===== config.mk =====
export PLATFORM = sky130hd
export DESIGN_NAME = msp_port
export DESIGN_NICKNAME = d
export VERILOG_FILES = /design/src/msp_pkg.sv /design/src/msp_port.sv
export SDC_FILE = /design/constraint.sdc
export NUM_CORES = 1
export LEC_CHECK = 0
export ABC_AREA = 0
export BUFFER_PORTS_ARGS = -buffer_cell sky130_fd_sc_hd__clkbuf_2
export CAP_MARGIN = 20
export CORE_UTILIZATION = 55
export CTS_CLUSTER_SIZE = 16
export DETAILED_ROUTE_END_ITERATION = 6
export PLACE_DENSITY = 0.76
export SYNTH_ARGS = -nofsm -noshare
export SYNTH_HDL_FRONTEND = slang
export SYNTH_SLANG_ARGS = --single-unit
export TNS_END_PERCENT = 5

===== constraint.sdc =====
create_clock -name core_clk -period 6.7 [get_ports core_clk]
set_input_delay 0.67 -clock core_clk [delete_from_list [all_inputs] [get_ports core_clk]]
set_output_delay 0.67 -clock core_clk [all_outputs]
set_load 0.005 [all_outputs]

===== src/msp_pkg.sv =====
`default_nettype none

package msp_pkg;

  // --------------------------------------------------------------------------
  // Clock and link timing
  // --------------------------------------------------------------------------

  // Core clock rate in hertz.
  localparam int CLK_HZ           = 250_000_000;
  // Selectable UART bit rates in bits per second.
  localparam int BAUD_FAST        = 38400;
  localparam int BAUD_MID         = 19200;
  localparam int BAUD_SLOW        = 9600;
  // Longest quiet time between two rising serial clock edges, in core clocks.
  localparam int SPI_TIMEOUT_CLKS = 32768;
  // Bits per UART character, one idle bit time appended as the byte gap.
  localparam logic [3:0] UART_CHAR_BITS = 4'hB;
  // Bytes in a reply beyond the register data: the checksum.
  localparam logic [1:0] CSUM_BYTES     = 2'h1;

  // --------------------------------------------------------------------------
  // Frame bytes and special commands
  // --------------------------------------------------------------------------

  localparam logic [7:0] SYNC_BYTE   = 8'hA5;
  localparam logic [7:0] SPECIAL_CMD = 8'hEA;
  localparam logic [7:0] SPC_WR_EN   = 8'hE5;
  localparam logic [7:0] SPC_WR_PROT = 8'hDC;
  localparam logic [7:0] SPC_CHAN_A  = 8'h5A;
  localparam logic [7:0] SPC_CHAN_B  = 8'hA5;
  localparam logic [7:0] SPC_RESET   = 8'h96;
  // Position of the direction bit in a command byte.
  localparam int         CMD_DIR_BIT = 7;

  // --------------------------------------------------------------------------
  // Register map
  // --------------------------------------------------------------------------

  localparam logic [6:0]  PULSE_FREQ_ADDR  = 7'h02;
  localparam logic [1:0]  PULSE_FREQ_BYTES = 2'h2;
  localparam logic [15:0] PULSE_FREQ_RESET = 16'h0000;

  // Frame parser states.
  typedef enum logic [2:0] {
    ST_SYNC, ST_CMD, ST_SPEC, ST_DATA, ST_CSUM, ST_REPLY
  } msp_state_t;

  // Width in bytes of the register at an address; zero for unknown addresses.
  function automatic logic [1:0] msp_reg_bytes(input logic [6:0] addr);
    return (addr == PULSE_FREQ_ADDR) ? PULSE_FREQ_BYTES : 2'h0;
  endfunction : msp_reg_bytes

endpackage : msp_pkg

`default_nettype wire


===== src/msp_port.sv =====
// Summary of operation
// RL1 - SPI host: select low, command, data bytes.
// RL2 - Bits and bytes travel most significant first.
// RL3 - SPI input sampled on falling serial clock.
// RL4 - Host keeps half-period gaps around bytes.
// RL5 - Protected writes ignored until write enable.
// RL6 - Strap low gives UART, high gives SPI.
// RL7 - Clock and select pins choose baud rate.
// RL8 - Half-duplex slave; transmits only for reads.
// RL9 - Character: start, 8 data LSB first, parity, stop.
// RL10 - Even parity; mismatch is a byte error.
// RL11 - UART frame opens with sync byte then command.
// RL12 - Command bit 7 is direction, rest address.
// RL13 - Special command enables or closes writes.
// RL14 - Special data selects current channel A or B.
// RL15 - Special data 0x96 resets the whole device.
// RL16 - Checksum is inverted eight-bit byte sum.
// RL17 - UART write applied only on matching checksum.
// RL18 - Parity error in write drops current frame.
// RL19 - Parity error ends the current frame.
// RL20 - No timeout between UART bytes or frames.
// RL21 - Read reply: register bytes then checksum.
// RL22 - First reply byte starts half bit later.
// RL23 - One idle bit between reply bytes.
// RL24 - Byte count from register width; unknown silent.
// RL25 - SPI logic resets after long clock silence.
`timescale 1ns/1ns
`default_nettype none

module msp_port
  import msp_pkg::*;
#(
  parameter int BIT_CYC_FAST    = CLK_HZ / BAUD_FAST,
  parameter int BIT_CYC_MID     = CLK_HZ / BAUD_MID,
  parameter int BIT_CYC_SLOW    = CLK_HZ / BAUD_SLOW,
  parameter int SPI_TIMEOUT_CYC = SPI_TIMEOUT_CLKS,
  parameter int BUF_DEPTH       = 2
) (
  // Clock and reset.
  input  wire logic        core_clk,
  input  wire logic        srst,
  // Straps and serial pins.
  input  wire logic        interface_select_strap,
  input  wire logic        serial_clk_pin,
  input  wire logic        chip_select_n,
  input  wire logic        serial_in_pin,
  output logic             serial_out_pin,
  output logic             serial_out_oe,
  // Device controls.
  output logic [15:0]      pulse_frequency_constant,
  output logic             write_enabled,
  output logic             channel_b_selected,
  output logic             device_reset_req,
  output logic             frame_error
);

  // --------------------------------------------------------------------------
  // Mode and bit timing
  // --------------------------------------------------------------------------

  localparam logic [15:0] CYC_FAST = 16'(BIT_CYC_FAST);
  localparam logic [15:0] CYC_MID  = 16'(BIT_CYC_MID);
  localparam logic [15:0] CYC_SLOW = 16'(BIT_CYC_SLOW);
  localparam logic [15:0] SPI_TO   = 16'(SPI_TIMEOUT_CYC);
  localparam int          PW       = (BUF_DEPTH > 1) ? $clog2(BUF_DEPTH) : 1;
  localparam logic [PW:0] BUF_FULL = (PW + 1)'(BUF_DEPTH);
  localparam logic [PW-1:0] PTR_LAST = PW'(BUF_DEPTH - 1);

  logic        uart_mode;
  logic [15:0] bit_cyc;
  logic [15:0] half_cyc;

  // The straps are static in a real board, so they are read live.
  assign uart_mode = ~interface_select_strap;  // see RL6

  // Baud selection; both unlisted combinations fall back to the slowest rate.
  always_comb begin
    unique case ({serial_clk_pin, chip_select_n})  // see RL7
      2'b11:   bit_cyc = CYC_FAST;
      2'b01:   bit_cyc = CYC_MID;
      default: bit_cyc = CYC_SLOW;
    endcase
  end
  assign half_cyc = bit_cyc >> 1;

  // --------------------------------------------------------------------------
  // UART receiver
  // --------------------------------------------------------------------------

  logic        rx_busy;
  logic [3:0]  rx_bit;
  logic [15:0] rx_tmr;
  logic [8:0]  rx_sr;
  logic        rx_done;

  // Each bit is sampled mid-cell; no timeout, the line may idle forever.
  always_ff @(posedge core_clk) begin  // see RL20
    if (srst || !uart_mode) begin
      rx_busy <= 1'b0;
      rx_bit  <= 4'h0;
      rx_tmr  <= 16'h0000;
      rx_sr   <= 9'h000;
    end else if (!rx_busy) begin
      if (!serial_in_pin) begin
        rx_busy <= 1'b1;
        rx_bit  <= 4'h0;
        rx_tmr  <= half_cyc;
      end
    end else if (rx_tmr != 16'h0000) begin
      rx_tmr <= rx_tmr - 16'h0001;
    end else begin
      rx_tmr <= bit_cyc - 16'h0001;
      rx_bit <= rx_bit + 4'h1;
      // A start bit that is high again at mid-cell was a glitch.
      if ((rx_bit == 4'h0) && serial_in_pin) begin
        rx_busy <= 1'b0;
      end
      // Data arrive least significant first, then the parity bit.
      if ((rx_bit != 4'h0) && (rx_bit != (UART_CHAR_BITS - 4'h1))) begin  // see RL9
        rx_sr <= {serial_in_pin, rx_sr[8:1]};
      end
      if (rx_bit == (UART_CHAR_BITS - 4'h1)) begin
        rx_busy <= 1'b0;
      end
    end
  end
  assign rx_done = rx_busy && (rx_tmr == 16'h0000) && (rx_bit == (UART_CHAR_BITS - 4'h1));

  // --------------------------------------------------------------------------
  // SPI write receiver
  // --------------------------------------------------------------------------

  logic        sclk_q;
  logic        spi_active;
  logic        sclk_rise;
  logic        sclk_fall;
  logic [2:0]  spi_cnt;
  logic [7:0]  spi_sr;
  logic [15:0] spi_idle;
  logic        spi_timeout;
  logic        spi_done;

  assign spi_active  = !uart_mode && !chip_select_n;  // see RL1
  assign sclk_rise   = !sclk_q && serial_clk_pin;
  assign sclk_fall   = sclk_q && !serial_clk_pin;
  assign spi_timeout = spi_active && (spi_idle >= SPI_TO);

  // Previous serial clock level for edge detection.
  always_ff @(posedge core_clk) begin
    sclk_q <= srst ? 1'b0 : serial_clk_pin;
  end

  // The host shifts on rising edges, so the input is settled at the fall.
  always_ff @(posedge core_clk) begin
    if (srst || !spi_active || spi_timeout) begin  // see RL25
      spi_cnt  <= 3'h0;
      spi_sr   <= 8'h00;
      spi_idle <= 16'h0000;
    end else begin
      spi_idle <= sclk_rise ? 16'h0000 : spi_idle + 16'h0001;
      if (sclk_fall) begin  // see RL3
        spi_sr  <= {spi_sr[6:0], serial_in_pin};  // see RL2
        spi_cnt <= spi_cnt + 3'h1;
      end
    end
  end
  assign spi_done = spi_active && !spi_timeout && sclk_fall && (spi_cnt == 3'h7);

  // --------------------------------------------------------------------------
  // Two-entry byte buffer
  // --------------------------------------------------------------------------

  logic          buf_in_valid;
  logic          buf_in_ready;
  logic [8:0]    buf_in_data;
  logic          buf_out_valid;
  logic          buf_out_ready;
  logic [8:0]    buf_mem [BUF_DEPTH];
  logic [PW-1:0] buf_wp;
  logic [PW-1:0] buf_rp;
  logic [PW:0]   buf_cnt;
  logic          buf_flush;
  logic          overrun;

  // Even parity over data plus parity bit must come out zero; a low stop bit
  // is also a byte error. Bit 8 of an entry marks a bad byte.
  assign buf_in_valid = rx_done || spi_done;
  assign buf_in_data  = uart_mode ? {(^rx_sr) | !serial_in_pin, rx_sr[7:0]}  // see RL10
                                  : {1'b0, spi_sr[6:0], serial_in_pin};
  assign buf_in_ready  = buf_cnt != BUF_FULL;
  assign buf_out_valid = buf_cnt != '0;
  assign buf_flush     = !uart_mode && (chip_select_n || spi_timeout);

  // The parser stalls while replying; a byte arriving against a full buffer
  // cannot be held back on the wire, so it marks the frame as broken.
  always_ff @(posedge core_clk) begin
    if (srst || buf_flush) begin
      buf_wp  <= '0;
      buf_rp  <= '0;
      buf_cnt <= '0;
    end else begin
      if (buf_in_valid && buf_in_ready) begin
        buf_mem[buf_wp] <= buf_in_data;
        buf_wp          <= (buf_wp == PTR_LAST) ? '0 : buf_wp + 1'b1;
      end
      if (buf_out_valid && buf_out_ready) begin
        buf_rp <= (buf_rp == PTR_LAST) ? '0 : buf_rp + 1'b1;
      end
      buf_cnt <= buf_cnt + (PW + 1)'(buf_in_valid && buf_in_ready)
                         - (PW + 1)'(buf_out_valid && buf_out_ready);
    end
  end

  // Lost byte marker, seen by the parser one cycle later.
  always_ff @(posedge core_clk) begin
    overrun <= !srst && buf_in_valid && !buf_in_ready;
  end

  // --------------------------------------------------------------------------
  // Frame parser
  // --------------------------------------------------------------------------

  msp_state_t  state;
  logic [7:0]  cmd;
  logic [7:0]  sum;
  logic [15:0] data;
  logic [1:0]  left;
  logic        take;
  logic        bad;
  logic [7:0]  b;
  logic        is_special;
  logic        do_commit;
  logic [15:0] commit_val;
  logic        tx_start;
  logic        tx_done;
  logic [7:0]  cmd_sum;
  msp_state_t  restart;

  assign buf_out_ready = state != ST_REPLY;  // see RL8
  assign take          = buf_out_valid && buf_out_ready;
  assign b             = buf_mem[buf_rp][7:0];
  assign bad           = buf_mem[buf_rp][8];
  assign is_special    = cmd == SPECIAL_CMD;
  assign restart       = uart_mode ? ST_SYNC : ST_CMD;
  assign cmd_sum       = sum + b;
  // SPI frames carry no checksum, so they commit on the last data byte.
  assign do_commit = take && !bad &&
      ((uart_mode && (state == ST_CSUM) && (b == ~sum)) ||  // see RL16, RL17
       (!uart_mode && ((state == ST_SPEC) || ((state == ST_DATA) && (left == 2'h1)))));
  assign commit_val = uart_mode ? data : {data[7:0], b};
  // A read of an unknown address draws no reply at all.
  assign tx_start = take && !bad && uart_mode && (state == ST_CMD) && !b[CMD_DIR_BIT] &&
                    (msp_reg_bytes(b[6:0]) != 2'h0);  // see RL21, RL24

  // Byte-level frame walk; sums run from the sync byte with carries dropped.
  always_ff @(posedge core_clk) begin
    if (srst || overrun || buf_flush) begin
      state <= restart;
      cmd   <= 8'h00;
      sum   <= 8'h00;
      data  <= 16'h0000;
      left  <= 2'h0;
    end else if (state == ST_REPLY) begin
      if (tx_done) begin
        state <= ST_SYNC;
      end
    end else if (take) begin
      if (bad) begin
        state <= restart;  // see RL18, RL19
      end else begin
        unique case (state)
          ST_SYNC: begin
            if (b == SYNC_BYTE) begin  // see RL11
              state <= ST_CMD;
              sum   <= SYNC_BYTE;
            end
          end
          ST_CMD: begin
            cmd  <= b;
            sum  <= cmd_sum;
            data <= 16'h0000;
            left <= msp_reg_bytes(b[6:0]);
            if (b == SPECIAL_CMD) begin  // see RL13
              state <= ST_SPEC;
            end else if (b[CMD_DIR_BIT]) begin  // see RL12
              state <= (msp_reg_bytes(b[6:0]) == 2'h0) ? restart : ST_DATA;
            end else begin
              state <= tx_start ? ST_REPLY : restart;
            end
          end
          ST_SPEC: begin
            data  <= {data[7:0], b};
            sum   <= cmd_sum;
            state <= uart_mode ? ST_CSUM : restart;
          end
          ST_DATA: begin
            data <= {data[7:0], b};  // see RL2
            sum  <= cmd_sum;
            left <= left - 2'h1;
            if (left == 2'h1) begin
              state <= uart_mode ? ST_CSUM : restart;
            end
          end
          ST_CSUM: state <= ST_SYNC;
          ST_REPLY: state <= ST_REPLY;
        endcase
      end
    end
  end

  // --------------------------------------------------------------------------
  // Configuration state
  // --------------------------------------------------------------------------

  // Write protection guards the register; special commands always pass.
  always_ff @(posedge core_clk) begin
    if (srst) begin
      write_enabled            <= 1'b0;
      channel_b_selected       <= 1'b0;
      pulse_frequency_constant <= PULSE_FREQ_RESET;
    end else if (do_commit && is_special) begin
      unique case (commit_val[7:0])
        SPC_WR_EN:   write_enabled      <= 1'b1;  // see RL13
        SPC_WR_PROT: write_enabled      <= 1'b0;
        SPC_CHAN_A:  channel_b_selected <= 1'b0;  // see RL14
        SPC_CHAN_B:  channel_b_selected <= 1'b1;
        default:     write_enabled      <= write_enabled;
      endcase
    end else if (do_commit && write_enabled && (cmd[6:0] == PULSE_FREQ_ADDR)) begin  // see RL5
      pulse_frequency_constant <= commit_val;
    end
  end

  // The reset request is a pulse; the device reset returns through srst.
  always_ff @(posedge core_clk) begin
    device_reset_req <= !srst && do_commit && is_special && (commit_val[7:0] == SPC_RESET);  // see RL15
    frame_error      <= !srst && (overrun || (take && bad) ||
                        (take && uart_mode && (state == ST_CSUM) && (b != ~sum)));
  end

  // --------------------------------------------------------------------------
  // UART reply transmitter
  // --------------------------------------------------------------------------

  logic [23:0] tx_q;
  logic [1:0]  tx_nbytes;
  logic [10:0] tx_sr;
  logic [3:0]  tx_bit;
  logic [15:0] tx_tmr;
  logic        tx_line;
  logic [7:0]  tx_csum;

  assign tx_csum = ~(cmd_sum + pulse_frequency_constant[15:8] + pulse_frequency_constant[7:0]);
  assign tx_done = (tx_nbytes == 2'h0) && (tx_bit == 4'h0) && (tx_tmr == 16'h0000);

  // The command byte is taken mid-stop-bit, so one bit time puts the first
  // start edge half a bit after the stop ends. Each character carries a
  // trailing idle bit that forms the gap between reply bytes.
  always_ff @(posedge core_clk) begin
    if (srst || !uart_mode) begin
      tx_q      <= 24'h000000;
      tx_nbytes <= 2'h0;
      tx_sr     <= 11'h7FF;
      tx_bit    <= 4'h0;
      tx_tmr    <= 16'h0000;
      tx_line   <= 1'b1;
    end else if (tx_start) begin
      tx_q      <= {pulse_frequency_constant, tx_csum};  // see RL21
      tx_nbytes <= PULSE_FREQ_BYTES + CSUM_BYTES;
      tx_tmr    <= bit_cyc - 16'h0001;  // see RL22
    end else if (tx_tmr != 16'h0000) begin
      tx_tmr <= tx_tmr - 16'h0001;
    end else if (tx_bit != 4'h0) begin
      tx_line <= tx_sr[0];
      tx_sr   <= {1'b1, tx_sr[10:1]};
      tx_bit  <= tx_bit - 4'h1;
      tx_tmr  <= bit_cyc - 16'h0001;
    end else if (tx_nbytes != 2'h0) begin
      tx_line   <= 1'b0;
      tx_sr     <= {2'b11, ^tx_q[23:16], tx_q[23:16]};  // see RL9, RL23
      tx_bit    <= UART_CHAR_BITS;  // Ten character bits plus the idle gap bit.
      tx_tmr    <= bit_cyc - 16'h0001;
      tx_q      <= {tx_q[15:0], 8'h00};  // see RL2
      tx_nbytes <= tx_nbytes - 2'h1;
    end
  end

  assign serial_out_pin = tx_line;
  assign serial_out_oe  = uart_mode;  // see RL6
endmodule : msp_port

`default_nettype wire


==> metrics.md, run 1 <==
| Metric | Value |
|---|---|
| Outcome | `complete, no violations` |
| Worst VDD drop | `~0.00023 V` |
| Io pins | `28` |
| Synthesis Warnings | `0` |
| Via density | `roughly 5.9` |
| PwrDens | `roughly 280 nW/um^2` |
| Worst setup SP type | `register` |
| CP Max Fanout | `22` |
| Period minus WS final | `around 4.8 ns` |
| Area Overhead vs Synth | `8.92%` |
| Worst EP arrival | `a little over 5 ns` |
| Max frequency | `around 210 MHz` |
| Clock Latency Late Sink | `between 0.4 and 0.5 ns` |
| CP delay by family, top | `adder cells` |
| CP Buf/Inv Count | `1` |
| Leakage | `between 4 and 5 nW` |
| Worst Path Required | `7.02 ns` |
| Sw Pwr | `around 0.96 mW` |
| GP Congestion | `a little under 0.9` |
| Worst path slowest cell | `dfxtp_1` |
| Worst path cell trace | `mux2i_1 -> inv_1 -> ha_1 -> nor2b_1 -> o21ai_0 -> a21oi_1 -> or3_1 -> and2_1 -> fa_1 -> ha_1 -> nor2_1 -> a21oi_1 -> xor2_1 -> o211a_1 -> or3_1` |
| Clock share of power | `0.348` |
| Async S/R FF share, synth | `0` |
| H-tree depth | `4` |
| Nets | `between 1,000 and 1,500` |
| Initial DRC Count | `553` |
| Max Root-Sink Buffers | `2` |
| Gate power share | `0.228` |
| GRT Util Overall | `0.250` |
| Hold Slack | `between 0.4 and 0.5 ns` |
| Reg clk slew, reported paths | `roughly 0.070 ns` |
| Final wirelength | `roughly 22,000 microns` |
| Port Buffers | `27` |
| Reg power frac | `0.424` |
| Most frequent cells in the layout | `dfxtp_1, nor2_1, a21oi_1, nand2_1, mux2i_1` |
| Max Slew Vio Count | `0` |
| Initial antenna violation count | `0` |
| Hold Fails Final Rpt | `0` |
| Initial Util | `0.566` |
| Tcrit/Tclk final | `0.717` |
| Final TNS setup | `0 ns` |
| Net Count, Synth | `approximately 1,200` |
| DR vias | `7,986` |
| Final setup vio count | `0` |
| Tightest Pin Transition | `0.945 ns` |
| Post-cts sizing count | `0` |
| Max Cap Viol | `0` |
| Final global-route overflow total | `0` |
| Hold Path Class | `reg -> reg` |
| Cell Area, Synth | `between 9000 and 10,000 sq um` |
| Sequential cell area fraction in the yosys report | `0.416` |
| Layout cells sized above 1 | `0.0961` |
| Residual DRC count | `0` |
| #FFs+latches synth | `194` |
| CTS root buf | `clkbuf_16` |
| Commonest non-fill, non-tap cell in the layout | `dfxtp_1` |
| Unique masters post-synth | `82` |
| Setup Buffers After CTS | `0` |
| RSZ-0062 raised after global routing | `no` |
| Relative slew slack | `0.368` |
| Sw Ratio | `0.318` |
| Syn Inst Count | `approximately 1,100` |
| Routed Antenna Nets | `0` |
| First-pass DRT Iterations | `6` |
| DP Wirelength | `~15,000 microns` |
| DIE WIDTH | `around 140 microns` |
| Critical Path Max Stage Delay | `0.84 ns` |
| Vias in the first global route | `7,272` |
| Setup Crit Path Kind | `reg -> reg` |
| Height of the die | `approximately 140 microns` |
| Hold buffers post-CTS | `0` |
| Top FF cell, synth | `dfxtp_1` |
| Antenna fix cells | `0` |
| CTS tree | `done` |
| Core ar. | `17,400 sq um` |
| Die area | `18,400 sq um` |
| CP endpoint kind | `register` |
| Pin count of the biggest net entering global routing | `49` |
| Final Skew | `around 0.011 ns` |
| Syn Area/Cell | `~8.9 sq um` |
| CTS Buf Count | `17` |
| First-pass GRT wire length | `roughly 37,000 microns` |
| Rows | `between 40 and 50` |
| Internal | `2.05 mW` |
| DR WL/cell | `~16 microns` |
| Number of synthesized flops with an enable pin | `21` |
| Power Total | `roughly 3 mW` |
| Clock sinks | `approximately 190` |
==> final timing paths <==
| check | startpoint | to | slack, ns | cells past startpoint |
|---|---|---|---|---|
| worst max-delay path | register | tx_q[7]$_SDFFE_PP0P_ | 1.90 | 15 |
| worst min-delay path | data[11]$_SDFFE_PP0P_ | data[11]$_SDFFE_PP0P_ | 0.45 | 2 |
| worst max register to register | register | tx_q[7]$_SDFFE_PP0P_ | 1.90 | 15 |
| worst min register to register | data[11]$_SDFFE_PP0P_ | data[11]$_SDFFE_PP0P_ | 0.45 | 2 |
==> metrics by stage <==
step	cell area (sq um)	std cells	setup slack, ns	utilization
after floorplan	9850	1109	2.58	-
final	10700	1349	1.90	0.616
after global routing	10700	1349	1.70	0.616
after global placement	10100	1315	2.09	0.580
after detailed placement	10100	1315	2.02	0.580
after CTS	10700	1347	1.99	0.615
==> area by class of cell <==
type / instances / area, sq um
Clock buffer: 20 / 468
Multi-Input combinational cell: 816 / 5360
Clock inverter: 12 / 133
Inverter: 43 / 161
Fill cell: 1494 / 6690
Sequential cell: 194 / 4090
Tap cell: 225 / 282
Timing Repair Buffer: 39 / 229
==> tightest hold or removal path, delay by kind of cell (launching register included) <==
family,cells,cell delay [ns]
flops,1,0.31
simple gates,1,0.05
compound gates,1,0.05
==> state kept, by name, indices dropped and copies added (netlist names), 4 cells and up, named ones only <==
signal and cells:
rx_bit 4, data 16, tx_sr 9, pulse_frequency_constant 16, cmd 8, rx_tmr 16, tx_bit 4, spi_sr 7
spi_idle 16, sum 8, rx_sr 9, buf_mem 18, tx_q 24, tx_tmr 16
==> routing by layer <==
layer  vias up  GRT usage  part of all wire
li1       3951          -                 -
met1      3796      0.354              0.48
met2       209      0.388              0.45
met3        30     0.0481             0.049
met4         0     0.0668             0.015
met5         -          0                 0
==> logic make-up (layout without fill, tap and decap cells) <==
logic type | Yosys count | in the layout | synth area share
AOI/OAI and AO/OA | 250 | 250 | 0.164
and+or+nand+nor | 405 | 405 | 0.204
buffers and inverters | 99 | 114 | 0.0423
xor gates and xnor gates | 57 | 57 | 0.0507
muxes | 67 | 67 | 0.0697
DFF | 194 | 194 | 0.416
adders and majority gates | 37 | 37 | 0.0539
==> power by group through the flow <==
stage	clock (mW)	combinational (mW)	sequential [mW]
final	1.05	0.685	1.27
after global placement	0	0.666	1.30
after detailed placement	0	0.672	1.30
after global routing	1.11	0.772	1.28
after CTS	1.06	0.678	1.27
after floorplan	0	0.560	1.29
==> cells in the mapped netlist (6+ instances only) <==
cell      instances  area share
nand2_1          91       0.035
mux2i_1          56       0.057
a211oi_1         46       0.035
o21ai_1           8      0.0041
or3_1            16       0.010
or2_2             6      0.0038
a31oi_1          10      0.0064
nand3_1          24       0.012
nor2b_1          14      0.0089
nor4_1            8      0.0051
dfxtp_1         173        0.35
a21oi_1          91       0.046
xor2_1           22       0.020
xnor2_1          35       0.031
inv_1            42       0.016
clkbuf_1         46       0.018
ha_1             28       0.036
o31ai_1           6      0.0046
buf_2             6      0.0030
nand3b_1          6      0.0046
nand2b_1         13      0.0083
o21ai_0          29       0.015
o211ai_1          9      0.0069
nor2_1          139       0.053
nor3_1           34       0.017
and3_1            8      0.0051
fa_1              9       0.018
edfxtp_1         21       0.064
nand4_1           6      0.0038
mux2_2           10       0.011
(Power assumes the default switching activity.)
==> run 2: changes to the inputs <==
Clock period 6.7 ns to 4.7 ns, I/O delays scaled along.
==> metrics.md, run 2 (synthesis results as in run 1) <==
| Metric | Value |
|---|---|
| Initial antenna violation count | `0 (unchanged)` |
| Die area | `18,400 sq um (unchanged)` |
| Clock Latency Late Sink | `0.44 ns (about the same)` |
| Tightest Pin Transition | `1.00 ns (+0.0545 ns)` |
| Area Overhead vs Synth | `9.21%` |
| Initial Util | `0.566 (unchanged)` |
| Most frequent cells in the layout | `dfxtp_1, nor2_1, a21oi_1, nand2_1, mux2i_1` |
| Fillers | `1,485 (-0.60%)` |
| Hold Path Class | `in -> reg` |
| CP endpoint kind | `register` |
| GP Congestion | `0.947 (+8.9%)` |
| DIE WIDTH | `136 microns (unchanged)` |
| Residual DRC count | `0 (unchanged)` |
| CTS root buf | `clkbuf_16` |
| DP Wirelength | `15,600 microns (+1.3%)` |
| H-tree depth | `4 (unchanged)` |
| Setup Crit Path Kind | `reg -> reg` |
| RSZ-0062 raised after global routing | `no` |
| Io pins | `28 (unchanged)` |
| Setup Buffers After CTS | `0 (unchanged)` |
| CP Max Fanout | `11 (-50%)` |
| First-pass GRT wire length | `37,100 microns (+1.4%)` |
| CTS Buf Count | `17 (unchanged)` |
| Period minus WS final | `4.33 ns (-0.474 ns)` |
| Layout cells sized above 1 | `0.0999 (+0.00383)` |
| Biggest regs | `tx_q: 24 flops, buf_mem: 18 flops` |
| Commonest non-fill, non-tap cell in the layout | `dfxtp_1` |
| CTS tree | `done` |
| Post-layout util | `0.618 (+0.00165)` |
| Reg clk slew, reported paths | `0.07 ns (about the same)` |
| PwrDens | `396 nW/um^2 (+41%)` |
| Final TNS setup | `0 ns (unchanged)` |
| Hold buffers post-CTS | `0 (unchanged)` |
| DR vias | `7,991 (+0.063%)` |
| First-pass DRT Iterations | `5 (-1)` |
| Hold Fails Final Rpt | `0 (unchanged)` |
| Clock sinks | `194 (unchanged)` |
| Post-cts sizing count | `0 (unchanged)` |
| Final wirelength | `22,300 microns (+0.36%)` |
| Outcome | `complete, no violations` |
| Final global-route overflow total | `0 (unchanged)` |
| Height of the die | `136 microns (unchanged)` |
| Tcrit/Tclk final | `0.921 (+0.204)` |
| Pin count of the biggest net entering global routing | `41 (-16%)` |
| Initial DRC Count | `612 (+11%)` |
| DR WL/cell | `16.4 microns (-0.15%)` |
| Port Buffers | `27 (unchanged)` |
| Max Root-Sink Buffers | `2 (unchanged)` |
| Final Skew | `0.00938 ns (-0.00202 ns)` |
| Relative slew slack | `0.332 (-0.0362)` |
| GRT Util Overall | `0.255 (+0.00520)` |
| Max Slew Vio Count | `0 (unchanged)` |
| Max Cap Viol | `0 (unchanged)` |
| Final setup vio count | `0 (unchanged)` |
| Vias in the first global route | `7,442 (+2.3%)` |
| Nets | `1,161 (+0.61%)` |
| Worst setup SP type | `register` |
| Worst VDD drop | `0.000262 V (+13%)` |
| Max frequency | `231 MHz (+11%)` |
| Biggest register | `tx_q` |
| Worst Path Required | `5.02 ns (-2.00 ns)` |
| Routed Antenna Nets | `0 (unchanged)` |
| Via density | `5.89 (-0.45%)` |
| Max reg flops | `24 (unchanged)` |
| Leakage | `4.24 nW (+0.44%)` |
| Antenna fix cells | `0 (unchanged)` |
| Rows | `48 (unchanged)` |
| Worst EP arrival | `4.64 ns (-0.48 ns)` |
| Core ar. | `17,400 sq um (unchanged)` |
## run 2: cell count changes in the layout (fill, tap and decap cells not counted), sizes merged
cell	delta
buf	+8
clkbuf	-3
bufinv	+1
clkinv	+1
clkinvlp	+1
inv	-1
## run 2: per-stage QoR
stage / std cells / setup WS (ns) / power [mW] / hold WS (ns) / area (sq um)
2_1_floorplan: 1109 / 0.584 / 2.63 / 0.431 / 9850
3_3_place_gp: 1324 / 0.574 / 2.80 / 0.439 / 10200
3_5_place_dp: 1324 / 0.515 / 2.81 / 0.443 / 10200
4_1_cts: 1356 / 0.433 / 4.27 / 0.397 / 10800
5_1_grt: 1356 / 0.124 / 4.47 / 0.418 / 10800
6_report: 1356 / 0.373 / 4.26 / 0.407 / 10800
## run 2: area by class of cell
type	instances	area, sq um	share of cell area
clock buffers	18	429	0.0399
clock inverters	14	151	0.0141
inverters	43	161	0.0150
multi-input cells	816	5360	0.498
flip-flops and latches	194	4090	0.381
well taps	225	282	0.0262
repair buffers	46	278	0.0258
## run 2: path summary, 6_finish.rpt
path | endpoint | cells past startpoint | from | slack, ns
min | sclk_q$_SDFF_PP0_ | 2 | serial_clk_pin | 0.41
max reg2reg | tx_q[7]$_SDFFE_PP0P_ | 18 | register | 0.37
max | tx_q[7]$_SDFFE_PP0P_ | 18 | register | 0.37
min reg2reg | data[9]$_SDFFE_PP0P_ | 2 | data[9]$_SDFFE_PP0P_ | 0.45
## run 2: layer usage
layer / up-vias / part of all wire / wire length, microns / track usage
met5: - / 0 / 0 / 0
met4: 0 / 0.016 / 351 / 0.0743
met3: 32 / 0.049 / 1080 / 0.0511
met2: 208 / 0.45 / 10100 / 0.399
met1: 3779 / 0.48 / 10700 / 0.355
li1: 3972 / - / - / -
## run 2: critical path, stage by stage, from the launching register on
cell     delay [ns]
dfxtp_1        0.61
mux2i_1        0.29
buf_4          0.16
inv_1          0.05
ha_1           0.20
inv_1          0.07
fa_1           0.20
nor2b_1        0.06
o21ai_0        0.23
a21oi_1        0.13
or3_1          0.37
and2_1         0.18
fa_1           0.43
ha_1           0.36
nor2_1         0.12
a21oi_1        0.06
xor2_1         0.19
o211a_1        0.13
or3_1          0.35
## run 2: report_power, final
part	switching (mW)	internal, mW
logic	0.609	0.376
registers	0.0776	1.75
clock network	0.660	0.794
total	1.35	2.91
==> run 3: changes to the inputs <==
Clock period 4.7 ns to 4.9 ns, I/O delays scaled along.
==> metrics.md, run 3 (synthesis results as in run 1) <==
| Metric | Value |
|---|---|
| Outcome | `complete, no violations` |
| Clock share of power | `0.344 (+0.003)` |
| Tcrit/Tclk final | `0.865 (-0.0552)` |
| Max frequency | `236 MHz (+2.0%)` |
| Height of the die | `136 microns (unchanged)` |
| Sw Ratio | `0.325 (+0.00847)` |
| Hold Fails Final Rpt | `0 (unchanged)` |
| Multi-input gate area | `5360 sq um (unchanged)` |
| Setup Buffers After CTS | `0 (unchanged)` |
| Commonest non-fill, non-tap cell in the layout | `dfxtp_1` |
| Io pins | `28 (unchanged)` |
| DR WL/cell | `17.1 microns (+3.8%)` |
| Final wirelength | `23,100 microns (+3.8%)` |
| CTS Buf Count | `17 (unchanged)` |
| DP Area | `10,200 sq um (about the same)` |
| Initial DRC Count | `570 (-6.9%)` |
| Relative slew slack | `0.338 (+0.00614)` |
| CTS tree | `done` |
| Max Root-Sink Buffers | `2 (unchanged)` |
| Biggest regs | `tx_q: 24 flops, buf_mem: 18 flops` |
| Setup Crit Path Kind | `reg -> reg` |
| Worst setup margin | `0.659 ns (+0.286 ns)` |
| Final Non-Filler Cells | `1,356 (unchanged)` |
| Most frequent cells in the layout | `dfxtp_1, nor2_1, a21oi_1, nand2_1, mux2i_1` |
| Period minus WS final | `4.24 ns (-0.0864 ns)` |
| Hold Path Class | `in -> reg` |
| Max Slew Vio Count | `0 (unchanged)` |
| Post-cts sizing count | `0 (unchanged)` |
| CTS root buf | `clkbuf_16` |
| Internal | `2.78 mW (-4.5%)` |
| Antenna fix cells | `0 (unchanged)` |
| Residual DRC count | `0 (unchanged)` |
| Port Buffers | `27 (unchanged)` |
| Gate power share | `0.233 (+0.002)` |
| Leakage | `4.25 nW (+0.27%)` |
| GRT Util Overall | `0.262 (+0.00677)` |
| PwrDens | `383 nW/um^2 (-3.4%)` |
| Post-Place Worst Slack | `0.685 ns (+0.169 ns)` |
| Final TNS setup | `0 ns (unchanged)` |
| DIE WIDTH | `136 microns (unchanged)` |
| Final global-route overflow total | `0 (unchanged)` |
| First-pass DRT Iterations | `6 (+1)` |
| Worst VDD drop | `0.000431 V (+65%)` |
| Tightest Pin Transition | `0.991 ns (-0.00919 ns)` |
| Layout cells sized above 1 | `0.103 (+0.00265)` |
| Sw Pwr | `1.34 mW (-0.71%)` |
| Worst Path Required | `5.23 ns (+0.21 ns)` |
| Clock Latency Late Sink | `0.44 ns (about the same)` |
| Worst setup SP type | `register` |
| Pin count of the biggest net entering global routing | `43 (+4.9%)` |
| RSZ-0062 raised after global routing | `no` |
| Max reg flops | `24 (unchanged)` |
| Reg clk slew, reported paths | `0.08 ns (about the same)` |
| Routed Antenna Nets | `0 (unchanged)` |
| H-tree depth | `4 (unchanged)` |
| Hold buffers post-CTS | `0 (unchanged)` |
| CP endpoint kind | `register` |
| Area Overhead vs Synth | `9.28% (about the same)` |
| CP Max Fanout | `13 (+2)` |
| Final setup vio count | `0 (unchanged)` |
| Core ar. | `17,400 sq um (unchanged)` |
| First-pass GRT wire length | `37,800 microns (+1.7%)` |
| Initial antenna violation count | `0 (unchanged)` |
| Die area | `18,400 sq um (unchanged)` |
| Clock sinks | `194 (unchanged)` |
| Max Cap Viol | `0 (unchanged)` |
| Design area | `10,800 sq um (about the same)` |
| Final Skew | `0.00943 ns (+0.0000460 ns)` |
| Biggest register | `tx_q` |
| Vias in the first global route | `7,454 (+0.16%)` |
| Worst EP arrival | `4.57 ns (-0.07 ns)` |
| DP Wirelength | `16,000 microns (+2.2%)` |
| Rows | `48 (unchanged)` |
| DR vias | `8,018 (+0.34%)` |
| Fillers | `1,498 (+0.88%)` |
| Via density | `5.91 (+0.34%)` |
| Reg power frac | `0.424 (-0.004)` |
| Placed Cells | `1,323 (-0.076%)` |
| Initial Util | `0.566 (unchanged)` |
| GP Congestion | `0.908 (-4.2%)` |
| Nets | `1,161 (unchanged)` |
| Register area | `4090 sq um (unchanged)` |
[run 3: changes by cell type in the layout (fill, tap and decap cells not counted), sizes merged]
cell / change
buf: -1
clkinvlp: -1
clkinv: -1
inv: +2
clkbuf: +2
bufinv: -1
[run 3: final timing paths]
check | to | depth (start not counted) | slack (ns) | from
worst min-delay path | sclk_q$_SDFF_PP0_ | 2 | 0.44 | serial_clk_pin
worst max register to register | tx_q[7]$_SDFFE_PP0P_ | 17 | 0.66 | register
worst max-delay path | tx_q[7]$_SDFFE_PP0P_ | 17 | 0.66 | register
worst min register to register | data[13]$_SDFFE_PP0P_ | 2 | 0.45 | data[13]$_SDFFE_PP0P_
[run 3: critical path, stage by stage, from the launching register on]
cell	delay [ns]
dfxtp_1	0.68
mux2i_1	0.30
inv_1	0.07
ha_1	0.23
inv_1	0.08
fa_1	0.19
nor2b_1	0.05
o21ai_0	0.21
a21oi_1	0.12
or3_1	0.37
and2_1	0.18
fa_1	0.43
ha_1	0.35
nor2_1	0.12
a21oi_1	0.05
xor2_1	0.19
o211a_1	0.13
or3_1	0.35
[run 3: power groups by stage]
stage,combinational [mW],sequential [mW],clock [mW]
detailed placement,0.922,1.78,0
finish,0.958,1.75,1.42
floorplan,0.766,1.76,0
global placement,0.909,1.78,0
CTS,0.942,1.74,1.44
global route,1.06,1.76,1.50
[run 3: per-layer routing]
metal	up-vias	routed length [microns]	share of wire	GRT usage
met3	33	1190	0.051	0.0578
met1	3787	10800	0.47	0.356
met4	0	413	0.018	0.0755
met5	-	0	0	0
li1	3968	-	-	-
met2	230	10800	0.46	0.416
[run 3: per-stage QoR]
stage	hold WS (ns)	total power [mW]	utilization
finish	0.444	4.12	0.618
floorplan	0.431	2.53	-
global placement	0.439	2.69	0.584
global route	0.459	4.32	0.618
detailed placement	0.443	2.70	0.584
CTS	0.429	4.13	0.618
[run 3: layout make-up]
cell class / count / share of cell area
clock buffer: 19 / 0.0421
clock inverter: 13 / 0.0128
inverter: 43 / 0.0150
multi-input combinational: 816 / 0.498
sequential: 194 / 0.380
tap: 225 / 0.0262
timing repair buffer: 46 / 0.0256
